--- src/hw/adc_seq_pkg.sv ---
package adc_seq_pkg;
	// Register byte offsets on the APB slave
	localparam logic [7:0] ADDR_CTRL = 8'h00;
	localparam logic [7:0] ADDR_LEN = 8'h04;
	localparam logic [7:0] ADDR_CFG_L = 8'h08;
	localparam logic [7:0] ADDR_CFG_R = 8'h0c;
	localparam logic [7:0] ADDR_CFG_M = 8'h10;
	localparam logic [7:0] ADDR_MISC = 8'h14;
	localparam logic [7:0] ADDR_RNG = 8'h18;
	localparam logic [7:0] ADDR_LR = 8'h1c;
	localparam logic [7:0] ADDR_STAT = 8'h20;
	// Control word fields
	localparam int CTRL_PD = 0;
	localparam int CTRL_DIV_LSB = 1;
	localparam int CTRL_MAX_LSB = 4;
	localparam int CTRL_EN_LSB = 8;
	localparam int CTRL_SETLEN_LSB = 12;
	localparam int CTRL_SCALE_LSB = 16;
	localparam logic [31:0] CTRL_RESET = 32'h0000_0001;
	localparam logic [31:0] CTRL_WMASK = 32'h0003_ff7f;
	// Channel enable bit positions within the enable field
	localparam int EN_LEFT = 0;
	localparam int EN_RIGHT = 1;
	localparam int EN_MISC = 2;
	localparam int EN_NOISE = 3;
	// Capture length word fields
	localparam int LEN_NM_LSB = 0;
	localparam int LEN_LR_LSB = 16;
	localparam logic [31:0] LEN_RESET = 32'h0000_0000;
	localparam logic [31:0] LEN_WMASK = 32'h03ff_03ff;
	// Per-channel configuration word fields; misc valid bit position
	localparam int CFG_AIN_N_LSB = 0;
	localparam int CFG_AIN_P_LSB = 4;
	localparam int CFG_DIFF = 8;
	localparam int CFG_VREF_LSB = 9;
	localparam int CFG_RES_LSB = 12;
	localparam int CFG_TSAMP_LSB = 16;
	localparam logic [31:0] CFG_RESET = 32'h0000_0000;
	localparam logic [31:0] CFG_WMASK = 32'h000f_37ff;
	localparam int MISC_VALID = 15;
	// Reference crystal and bus clock rates, result widths
	localparam int XTAL_MHZ = 24;
	localparam int PCLK_MHZ = 125;
	localparam int RES_BASE_BITS = 8;
	localparam int DATA_BITS = 15;
	// Sequence steps in fixed order
	typedef enum logic [2:0] {
		STEP_NOISE_CAP, STEP_LEFT_SET, STEP_LEFT_CAP, STEP_RIGHT_SET,
		STEP_RIGHT_CAP, STEP_MISC_SET, STEP_MISC_CAP
	} step_e;
	typedef enum logic {ST_IDLE, ST_RUN} seq_state_e;
endpackage

--- src/hw/adc_auto_sequencer.sv ---
// Operation
// - Converter stays powered down until software clears it
// - Converter clock is 24 MHz over divider+1
// - Noise has capture only; others set then capture
// - Steps run from index zero (index one without noise) to maximum index
// - Noise, left, misc have independent enables
// - Right enable works only with left enabled
// - Set states last set-length crystal ticks
// - Set state drives that channel's converter controls
// - Per-channel resolution selects 8/10/12/14 bits
// - Results are 15-bit, sign extended
// - Settling lasts tsamp converter clock cycles
// - Input scaling selects 1, 1/2, 1/4, 1/8
// - Start pulse at left/right/misc capture begin, latch at end
// - Noise/misc captures last their ten-bit length
// - Left/right captures last their ten-bit length
// - Noise gives one bit per capture, 16-bit word
// - Valid flag set at misc capture end, cleared by a read that returns it
// - Misc result readable beside valid flag
// - Period is sum of state lengths from first index to maximum index
// - Full enable with index six gives seven states
`timescale 1ns/100ps
`default_nettype none
module adc_auto_sequencer import adc_seq_pkg::*; (
	input wire logic pclk,
	input wire logic presetn,
	input wire logic psel,
	input wire logic penable,
	input wire logic pwrite,
	input wire logic [7:0] paddr,
	input wire logic [31:0] pwdata,
	output logic [31:0] prdata_q,
	output logic pready_q,
	output logic pslverr_q,
	input wire logic [14:0] conv_data,
	input wire logic noise_bit,
	output logic converter_power_down_q,
	output logic conv_clk_tick_q,
	output logic conv_start_q,
	output logic conv_diff_q,
	output logic [3:0] conv_ain_p_q,
	output logic [3:0] conv_ain_n_q,
	output logic [1:0] conv_vref_q,
	output logic [1:0] conv_res_q,
	output logic [3:0] conv_tsamp_q,
	output logic [1:0] input_scaling_select_q
);
	logic [31:0] ctrl_q, len_q;
	logic [31:0] cfg_q [0:2];
	logic [14:0] misc_data_q, left_data_q, right_data_q, rng_buf_q;
	logic sample_valid_flag_q;
	logic [14:0] data_s1_q, data_s2_q;
	logic noise_s1_q, noise_s2_q;
	seq_state_e st_q;
	step_e cur_q;
	logic [2:0] idx_q;
	logic [9:0] cnt_q;

	// Steps of the sequence, in order
	function automatic step_e step_of(input logic [2:0] idx,
		input logic [6:0] mask);
		logic [2:0] n;
		logic [2:0] res;
		n = 3'h1;
		res = 3'h0;
		// Spare indices fall back to the first enabled channel step
		for (int k = 6; k > 0; k--) begin
			if (mask[k]) begin
				res = 3'(k);
			end
		end
		// Noise owns index zero; the other steps pack from index one
		for (int k = 1; k < 7; k++) begin
			if (mask[k]) begin
				if (n == idx) begin
					res = 3'(k);
				end
				n = n + 3'h1;
			end
		end
		if (idx == 3'h0) begin
			res = 3'h0;
		end
		return step_e'(res);
	endfunction

	function automatic logic is_cap(input step_e s);
		return s == STEP_NOISE_CAP || s == STEP_LEFT_CAP ||
			s == STEP_RIGHT_CAP || s == STEP_MISC_CAP;
	endfunction

	function automatic logic [1:0] ch_of(input step_e s);
		if (s == STEP_LEFT_SET || s == STEP_LEFT_CAP) begin
			return 2'd0;
		end else if (s == STEP_RIGHT_SET || s == STEP_RIGHT_CAP) begin
			return 2'd1;
		end
		return 2'd2;
	endfunction

	// Extend a result from its resolution to the full word width
	function automatic logic [14:0] sext(input logic [14:0] raw,
		input logic [1:0] res);
		int w;
		logic [14:0] o;
		w = RES_BASE_BITS + 2 * int'(res);
		o = raw;
		for (int i = 0; i < DATA_BITS; i++) begin
			if (i >= w) begin
				o[i] = raw[w - 1];
			end
		end
		return o;
	endfunction

	// Control fields
	wire pd = ctrl_q[CTRL_PD];
	wire [2:0] clk_div = ctrl_q[CTRL_DIV_LSB +: 3];
	wire [2:0] max_idx = ctrl_q[CTRL_MAX_LSB +: 3];
	wire [3:0] en = ctrl_q[CTRL_EN_LSB +: 4];
	wire [3:0] set_len = ctrl_q[CTRL_SETLEN_LSB +: 4];
	wire [9:0] nm_len = len_q[LEN_NM_LSB +: 10];
	wire [9:0] lr_len = len_q[LEN_LR_LSB +: 10];
	wire en_noise = en[EN_NOISE];
	wire en_left = en[EN_LEFT];
	wire en_misc = en[EN_MISC];
	wire en_right = en[EN_RIGHT] && en_left;
	wire [6:0] step_mask = {en_misc, en_misc, en_right, en_right, en_left,
		en_left, en_noise};
	wire run_ok = !pd && (|step_mask);

	// APB decode; answer is one access cycle after setup, no wait states
	wire setup = psel && !penable;
	wire done = psel && penable && pready_q;
	wire wr = done && pwrite;
	wire rd_done = done && !pwrite;
	wire hit = paddr == ADDR_CTRL || paddr == ADDR_LEN ||
		paddr == ADDR_CFG_L || paddr == ADDR_CFG_R || paddr == ADDR_CFG_M ||
		paddr == ADDR_MISC || paddr == ADDR_RNG || paddr == ADDR_LR ||
		paddr == ADDR_STAT;
	wire [31:0] stat_word = {24'h0, cur_q, idx_q, 1'b0, st_q == ST_RUN};
	wire [31:0] rd_word =
		paddr == ADDR_CTRL ? ctrl_q :
		paddr == ADDR_LEN ? len_q :
		paddr == ADDR_CFG_L ? cfg_q[0] :
		paddr == ADDR_CFG_R ? cfg_q[1] :
		paddr == ADDR_CFG_M ? cfg_q[2] :
		paddr == ADDR_MISC ? {16'h0, sample_valid_flag_q, misc_data_q} :
		paddr == ADDR_RNG ? {16'h0, rng_buf_q, noise_s2_q} :
		paddr == ADDR_LR ? {1'b0, right_data_q, 1'b0, left_data_q} :
		paddr == ADDR_STAT ? stat_word : 32'h0;

	// Bus slave: read data captured in setup so it is a flop at the port
	always_ff @(posedge pclk or negedge presetn) begin
		if (!presetn) begin
			pready_q <= 1'b0;
			pslverr_q <= 1'b0;
			prdata_q <= 32'h0;
		end else begin
			pready_q <= setup;
			pslverr_q <= setup && !hit;
			prdata_q <= setup && !pwrite ? rd_word : 32'h0;
		end
	end

	// Writable registers; power-down set at reset
	always_ff @(posedge pclk or negedge presetn) begin
		if (!presetn) begin
			ctrl_q <= CTRL_RESET;
			len_q <= LEN_RESET;
			for (int i = 0; i < 3; i++) begin
				cfg_q[i] <= CFG_RESET;
			end
		end else if (wr) begin
			if (paddr == ADDR_CTRL) ctrl_q <= pwdata & CTRL_WMASK;
			if (paddr == ADDR_LEN) len_q <= pwdata & LEN_WMASK;
			if (paddr == ADDR_CFG_L) cfg_q[0] <= pwdata & CFG_WMASK;
			if (paddr == ADDR_CFG_R) cfg_q[1] <= pwdata & CFG_WMASK;
			if (paddr == ADDR_CFG_M) cfg_q[2] <= pwdata & CFG_WMASK;
		end
	end

	// Converter returns data and noise from its own timing: synchronise
	always_ff @(posedge pclk or negedge presetn) begin
		if (!presetn) begin
			data_s1_q <= 15'h0;
			data_s2_q <= 15'h0;
			noise_s1_q <= 1'b0;
			noise_s2_q <= 1'b0;
		end else begin
			data_s1_q <= conv_data;
			data_s2_q <= data_s1_q;
			noise_s1_q <= noise_bit;
			noise_s2_q <= noise_s1_q;
		end
	end

	logic tick24, conv_tick;
	rate_ticks u_ticks (
		.pclk(pclk),
		.presetn(presetn),
		.clk_div(clk_div),
		.tick24(tick24),
		.conv_tick(conv_tick)
	);

	// State length in crystal ticks; zero behaves as one
	wire [9:0] cur_len = !is_cap(cur_q) ? {6'h0, set_len} :
		(cur_q == STEP_LEFT_CAP || cur_q == STEP_RIGHT_CAP) ?
		lr_len : nm_len;
	wire last = {1'b0, cnt_q} + 11'h1 >= {1'b0, cur_len};
	wire adv = st_q == ST_RUN && run_ok && tick24 && last;
	wire [2:0] wrap_idx = {2'b00, !en_noise}; // Index zero unused without noise
	wire [2:0] next_idx = (st_q == ST_IDLE || idx_q >= max_idx) ? wrap_idx :
		idx_q + 3'h1;
	wire step_e next_step = step_of(next_idx, step_mask);
	wire enter = (st_q == ST_IDLE && run_ok) || adv;
	wire [31:0] next_cfg = cfg_q[ch_of(next_step)];
	wire [1:0] cur_res = cfg_q[ch_of(cur_q)][CFG_RES_LSB +: 2];
	wire [14:0] result = sext(data_s2_q, cur_res);

	// Sequencer: index, current step and tick counter
	always_ff @(posedge pclk or negedge presetn) begin
		if (!presetn) begin
			st_q <= ST_IDLE;
			idx_q <= 3'h0;
			cur_q <= STEP_NOISE_CAP;
			cnt_q <= 10'h0;
		end else if (!run_ok) begin
			st_q <= ST_IDLE;
			idx_q <= 3'h0;
			cnt_q <= 10'h0;
		end else if (enter) begin
			st_q <= ST_RUN;
			idx_q <= next_idx;
			cur_q <= next_step;
			cnt_q <= 10'h0;
		end else if (tick24) begin
			cnt_q <= cnt_q + 10'h1;
		end
	end

	// Set state applies channel controls; capture begin fires start, except for noise capture
	always_ff @(posedge pclk or negedge presetn) begin
		if (!presetn) begin
			conv_start_q <= 1'b0;
			conv_diff_q <= 1'b0;
			conv_ain_p_q <= 4'h0;
			conv_ain_n_q <= 4'h0;
			conv_vref_q <= 2'h0;
			conv_res_q <= 2'h0;
			conv_tsamp_q <= 4'h0;
		end else begin
			conv_start_q <= enter && run_ok && is_cap(next_step) &&
				next_step != STEP_NOISE_CAP;
			if (enter && run_ok && !is_cap(next_step)) begin
				conv_diff_q <= next_cfg[CFG_DIFF];
				conv_ain_p_q <= next_cfg[CFG_AIN_P_LSB +: 4];
				conv_ain_n_q <= next_cfg[CFG_AIN_N_LSB +: 4];
				conv_vref_q <= next_cfg[CFG_VREF_LSB +: 2];
				conv_res_q <= next_cfg[CFG_RES_LSB +: 2];
				conv_tsamp_q <= next_cfg[CFG_TSAMP_LSB +: 4];
			end
		end
	end

	// Global converter controls follow their fields every cycle
	always_ff @(posedge pclk or negedge presetn) begin
		if (!presetn) begin
			converter_power_down_q <= 1'b1;
			conv_clk_tick_q <= 1'b0;
			input_scaling_select_q <= 2'h0;
		end else begin
			converter_power_down_q <= pd;
			conv_clk_tick_q <= conv_tick && !pd;
			input_scaling_select_q <= ctrl_q[CTRL_SCALE_LSB +: 2];
		end
	end

	// Capture end latches; a read clears only the flag that it returned
	wire misc_end = adv && cur_q == STEP_MISC_CAP;
	wire valid_clr = rd_done && paddr == ADDR_MISC && prdata_q[15];
	always_ff @(posedge pclk or negedge presetn) begin
		if (!presetn) begin
			misc_data_q <= 15'h0;
			left_data_q <= 15'h0;
			right_data_q <= 15'h0;
			rng_buf_q <= 15'h0;
			sample_valid_flag_q <= 1'b0;
		end else begin
			if (misc_end) misc_data_q <= result;
			if (adv && cur_q == STEP_LEFT_CAP) left_data_q <= result;
			if (adv && cur_q == STEP_RIGHT_CAP) right_data_q <= result;
			if (adv && cur_q == STEP_NOISE_CAP) begin
				rng_buf_q <= {rng_buf_q[13:0], noise_s2_q};
			end
			if (misc_end) begin
				sample_valid_flag_q <= 1'b1;
			end else if (valid_clr) begin
				sample_valid_flag_q <= 1'b0;
			end
		end
	end

	// Crystal ticks since the last converter clock, for checking; a divider
	// change leaves the count unknown (4'hf) until the next converter clock
	logic [3:0] gap_q;
	logic [2:0] div_seen_q;
	always_ff @(posedge pclk or negedge presetn) begin
		if (!presetn) begin
			gap_q <= 4'hf;
			div_seen_q <= 3'h0;
		end else begin
			div_seen_q <= clk_div;
			if (clk_div != div_seen_q) begin
				gap_q <= 4'hf;
			end else if (conv_tick) begin
				gap_q <= 4'h0;
			end else if (tick24 && gap_q != 4'hf) begin
				gap_q <= gap_q + 4'h1;
			end
		end
	end
endmodule
`default_nettype wire

--- src/hw/rate_ticks.sv ---
`timescale 1ns/100ps
`default_nettype none
module rate_ticks import adc_seq_pkg::*; (
	input wire logic pclk,
	input wire logic presetn,
	input wire logic [2:0] clk_div,
	output logic tick24,
	output logic conv_tick
);
	localparam logic [7:0] ACC_STEP = 8'(XTAL_MHZ);
	localparam logic [7:0] ACC_WRAP = 8'(PCLK_MHZ);
	logic [7:0] acc_q;
	logic [7:0] acc_sum;
	logic [2:0] div_q;
	logic wrap;

	// Fractional accumulator: 24 ticks per 125 bus clocks, jitter one cycle
	assign acc_sum = acc_q + ACC_STEP;
	assign wrap = acc_sum >= ACC_WRAP;
	assign tick24 = wrap;
	assign conv_tick = wrap && (div_q >= clk_div);

	always_ff @(posedge pclk or negedge presetn) begin
		if (!presetn) begin
			acc_q <= 8'h00;
		end else begin
			acc_q <= wrap ? acc_sum - ACC_WRAP : acc_sum;
		end
	end

	// Converter clock period is clk_div+1 crystal ticks
	always_ff @(posedge pclk or negedge presetn) begin
		if (!presetn) begin
			div_q <= 3'h0;
		end else if (wrap) begin
			div_q <= (div_q >= clk_div) ? 3'h0 : div_q + 3'h1;
		end
	end
endmodule
`default_nettype wire

--- config.mk ---
export PLATFORM = sky130hd
export DESIGN_NAME = adc_auto_sequencer
export DESIGN_NICKNAME = d
export VERILOG_FILES = /design/src/hw/adc_seq_pkg.sv /design/src/hw/adc_auto_sequencer.sv /design/src/hw/rate_ticks.sv
export SDC_FILE = /design/constraint.sdc
export NUM_CORES = 1
export LEC_CHECK = 0
export BUFFER_PORTS_ARGS = -buffer_cell sky130_fd_sc_hd__buf_2
export CAP_MARGIN = 20
export CORE_MARGIN = 2
export CORE_UTILIZATION = 45
export CTS_BUF_LIST = sky130_fd_sc_hd__clkbuf_2 sky130_fd_sc_hd__clkbuf_4 sky130_fd_sc_hd__clkbuf_8
export DETAILED_ROUTE_END_ITERATION = 12
export SLEW_MARGIN = 10
export SYNTH_ARGS = -nofsm -noshare
export SYNTH_HDL_FRONTEND = slang
export SYNTH_SLANG_ARGS = --single-unit
--- constraint.sdc ---
create_clock -name pclk -period 9.1 [get_ports pclk]
set_clock_uncertainty 0.2 [all_clocks]
set_input_delay 1.82 -clock pclk [delete_from_list [all_inputs] [get_ports pclk]]
set_output_delay 1.82 -clock pclk [all_outputs]
set_load 0.005 [all_outputs]
==> results.toml <==
[floorplan]
fp.coreArea_um2 = 26100
initial_core_util_pct = 45.9
io_pins = 117
die_w_um = 167
die_height_um = 167
die_area_um2 = 28000
rows = 59

[critical_path]
worstPathMaxFanout = 18
cp-start-kind = "flip-flop"
path_cells = "xnor2_1, nor2_1, buf_4, mux2i_1, nor2_1, a21oi_1, ha_1, a21oi_1, o21ai_0, a21oi_1, o21a_1, o21ai_1, nand2_1, mux2_2"
cp.required_ps = 9340
critPathKind = "flip-flop to flip-flop"
path_buf_inv = 1
crit_top_cell = "a21oi_1"
cpMaxStageDelayCell = "nand2_1"
slowest_delay_ps = 850
crit_arrival_ps = 4960
crit_family = "compound AO/OA/AOI/OAI gates"
worst_setup_path_end_kind = "flip-flop"

[run]
cap_violations = 0

[power_and_ir_drop]
finalPower_mw = 2.42
p_per_area_nw_per_um2 = 175
p_leak_nw = 6.75
peakVddDrop_v = 0.000130

[cts]
clockBufferDepth = 3
postCtsHoldBufs = 0
clk_latency_ps = 570
cts.sinks = 262
clkTransAtPathRegs_ps = 60
postCtsResizedCells = 0
cts_buffers = 46
h-tree-depth = 2
clock-root-buffer = "clkbuf_8"
cts_tree = "built"
post_cts_buffers = 0

[place]
portBuffers = 108
post-place-ws_ps = 4230
post_dp_cell_area_um2 = 12900
dp_cells = 1395
place_congestion = 0.905
hpwl_mm = 21.3

[route]
wl_per_cell_um = 21.7
drc = 6
dr.pass1.iters = 8
drt_wl_total_mm = 32.1
vias_per_cell = 5.67
ant_nets = 0
first_iter_violations = 719
vias = 8372

[logic_synthesis]
synth_most_common_cell = "dfrtp_1"
synth-seq-cells = 262
synthTopCellsByCount = "dfrtp_1, mux2_2, nor2_1"
avgSynthCellArea_um2 = 12.1
synth-async-reset-ratio_pct = 100
yosys.area.top_type = "dfrtp_1"
yosys-top-cells-area = "dfrtp_1, mux2_2, ha_1, a21oi_1, nor2_1"
netlist.area_leader.share_pct = 54.2
yosysSeqAreaShare_pct = 54.7
synth_ff_type = "dfrtp_1"
synth_area_um2 = 12000
netlist_instances = 989
ys_types = 66
synth_fp_nets = 1076
synth-edff-count = 0
ys_warn_count = 0

[global_routing]
grt_start_max_net_pins = 134
grt_overflow = 0
grt_pass1_vias = 8339
grt_pass1_wl_mm = 50.0
grt_usage_pct = 23.3
grt_antenna_before_repair = 1

[timing]
rsz0062_at_grt = "no"
period_share_pct = 51.8
max_clock_freq_ghz = 0.212
finalSetupViolations = 0
finalMaxSlewViolations = 0
finalCriticalPeriod_ps = 4720
worstMarginPinSlew_ps = 1090
worst_slack_ps = 4380
hold_violations = 0
tns_ps = 0
maxSlewHeadroom_pct = 26.9

[min_path]
min_path_type = "flip-flop to flip-flop"

[outcome]
status = "finished with violations"
violations = "design-rule violations"

[final_layout]
drive_gt1_share_pct = 34.6
final_cells = 1477
nets = 1196
num-fill-cells = 2327
finish.instance_area_um2 = 13800
area_delta_synth_final_pct = 15.0
-- registers in the layout (all words and copies together), names as in the netlist, 2 cells and up --
register                cells
data_s2_q                  14
right_data_q               15
conv_res_q                  2
len_q                      20
ctrl_q                     17
misc_data_q                15
rng_buf_q                  15
conv_ain_p_q                4
u_ticks.div_q               3
cur_q                       3
prdata_q                   31
u_ticks.acc_q               8
cnt_q                      10
cfg_q                      51
conv_vref_q                 2
input_scaling_select_q      2
conv_ain_n_q                4
conv_tsamp_q                4
left_data_q                15
idx_q                       3
data_s1_q                  14
-- final cells by class --
cell class              count  area [µm²]  share of cell area, %
clock inverters            12        67.6                  0.490
repair buffers            125         698                   5.06
inverters                  21        78.8                  0.571
clock buffers              67         841                   6.09
diodes                      2        5.00                 0.0363
flip-flops and latches    262        6560                   47.5
multi-input cells         653        5130                   37.2
well taps                 335         419                   3.04
-- kinds of logic (layout without fill, tap and decap cells) --
group | count (synthesis) | in the layout | synth area share, %
adder cells (fa/ha/maj) | 26 | 26 | 2.71
flip-flops | 262 | 262 | 54.7
buffers and inverters | 74 | 225 | 2.79
AND/OR/NAND/NOR | 228 | 228 | 9.65
XOR/XNOR | 24 | 24 | 1.91
AO/OA/AOI/OAI | 189 | 189 | 11.0
multiplexers | 185 | 185 | 17.2
other | 1 | 3 | 0.0312
-- metal layers --
| layer | up-vias | share of wire [%] | wire length, µm | GRT usage, % |
|---|---|---|---|---|
| met1 | 4224 | 46 | 14900 | 33.7 |
| met2 | 234 | 45 | 14600 | 35.7 |
| met5 | - | 0 | 0 | 0 |
| met4 | 0 | 2.4 | 769 | 7.11 |
| met3 | 59 | 5.7 | 1830 | 4.33 |
| li1 | 3855 | - | - | - |
-- final timing paths --
kind | slack [ps] | cells after the start | endpoint | startpoint
min reg2reg | 140 | 0 | data_s2_q[9]$_DFF_PN0_ | data_s1_q[9]$_DFF_PN0_
max reg2reg | 4380 | 14 | conv_tsamp_q[1]$_DFFE_PN0P_ | cur_q[2]$_DFFE_PN0P_
min | 140 | 0 | data_s2_q[9]$_DFF_PN0_ | data_s1_q[9]$_DFF_PN0_
min in group asynchronous | 1130 | 1 | u_ticks.acc_q[3]$_DFF_PN0_ | presetn
max | 4380 | 14 | conv_tsamp_q[1]$_DFFE_PN0P_ | cur_q[2]$_DFFE_PN0P_
max in group asynchronous | 6320 | 2 | cfg_q[74]$_DFFE_PN0P_ | presetn
-- stage by stage --
stage / hold slack [ps] / util (%)
final: 138 / 52.8
after global routing: 146 / 52.8
after CTS: 142 / 52.7
after detailed placement: 135 / 49.3
after global placement: 133 / 49.3
after floorplan: 131 / -
-- layout by cell type (no fill, tap or decap), types with 4 or more instances in the layout --
| cell type | netlist | layout |
|---|---|---|
| a221o_2 | 7 | 7 |
| buf_4 | 5 | 15 |
| o21a_1 | 4 | 4 |
| a22oi_1 | 23 | 23 |
| a21oi_1 | 57 | 57 |
| clkinv_2 | 0 | 10 |
| nand2b_1 | 9 | 9 |
| ha_1 | 26 | 26 |
| clkbuf_8 | 0 | 54 |
| clkbuf_4 | 0 | 13 |
| nor3_1 | 11 | 11 |
| dfrtp_1 | 260 | 260 |
| nor2b_1 | 23 | 23 |
| o21ai_0 | 30 | 30 |
| buf_2 | 10 | 107 |
| a221o_1 | 15 | 15 |
| a221oi_1 | 14 | 14 |
| and3_1 | 14 | 14 |
| o22ai_1 | 4 | 4 |
| and2_1 | 4 | 4 |
| nand3_1 | 19 | 19 |
| mux2_2 | 161 | 161 |
| nor4_1 | 7 | 4 |
| nor3b_1 | 6 | 6 |
| nand2_1 | 48 | 48 |
| xor2_1 | 12 | 12 |
| nand3b_1 | 5 | 5 |
| nor2_1 | 64 | 64 |
| xnor2_1 | 11 | 11 |
| a21o_1 | 5 | 5 |
| inv_1 | 21 | 21 |
| o221ai_1 | 7 | 6 |
| mux2i_1 | 23 | 23 |
| o21ai_1 | 4 | 4 |
-- where the power goes --
group / total [mW] / internal (mW) / switching (mW)
Clock: 1.07 / 0.593 / 0.480
Sequential: 1.19 / 1.18 / 0.0115
Combinational: 0.158 / 0.0559 / 0.102
-- worst register-to-register path, delay by kind of cell, from the launching register on --
family          cells  cell delay [ps]
compound gates      6             1280
xor+xnor            1              200
fa+ha+maj           1              300
buf+inv             1              250
flops               1              530
mux                 2              820
simple gates        3             1010
Power figures use the tool's default switching activity.
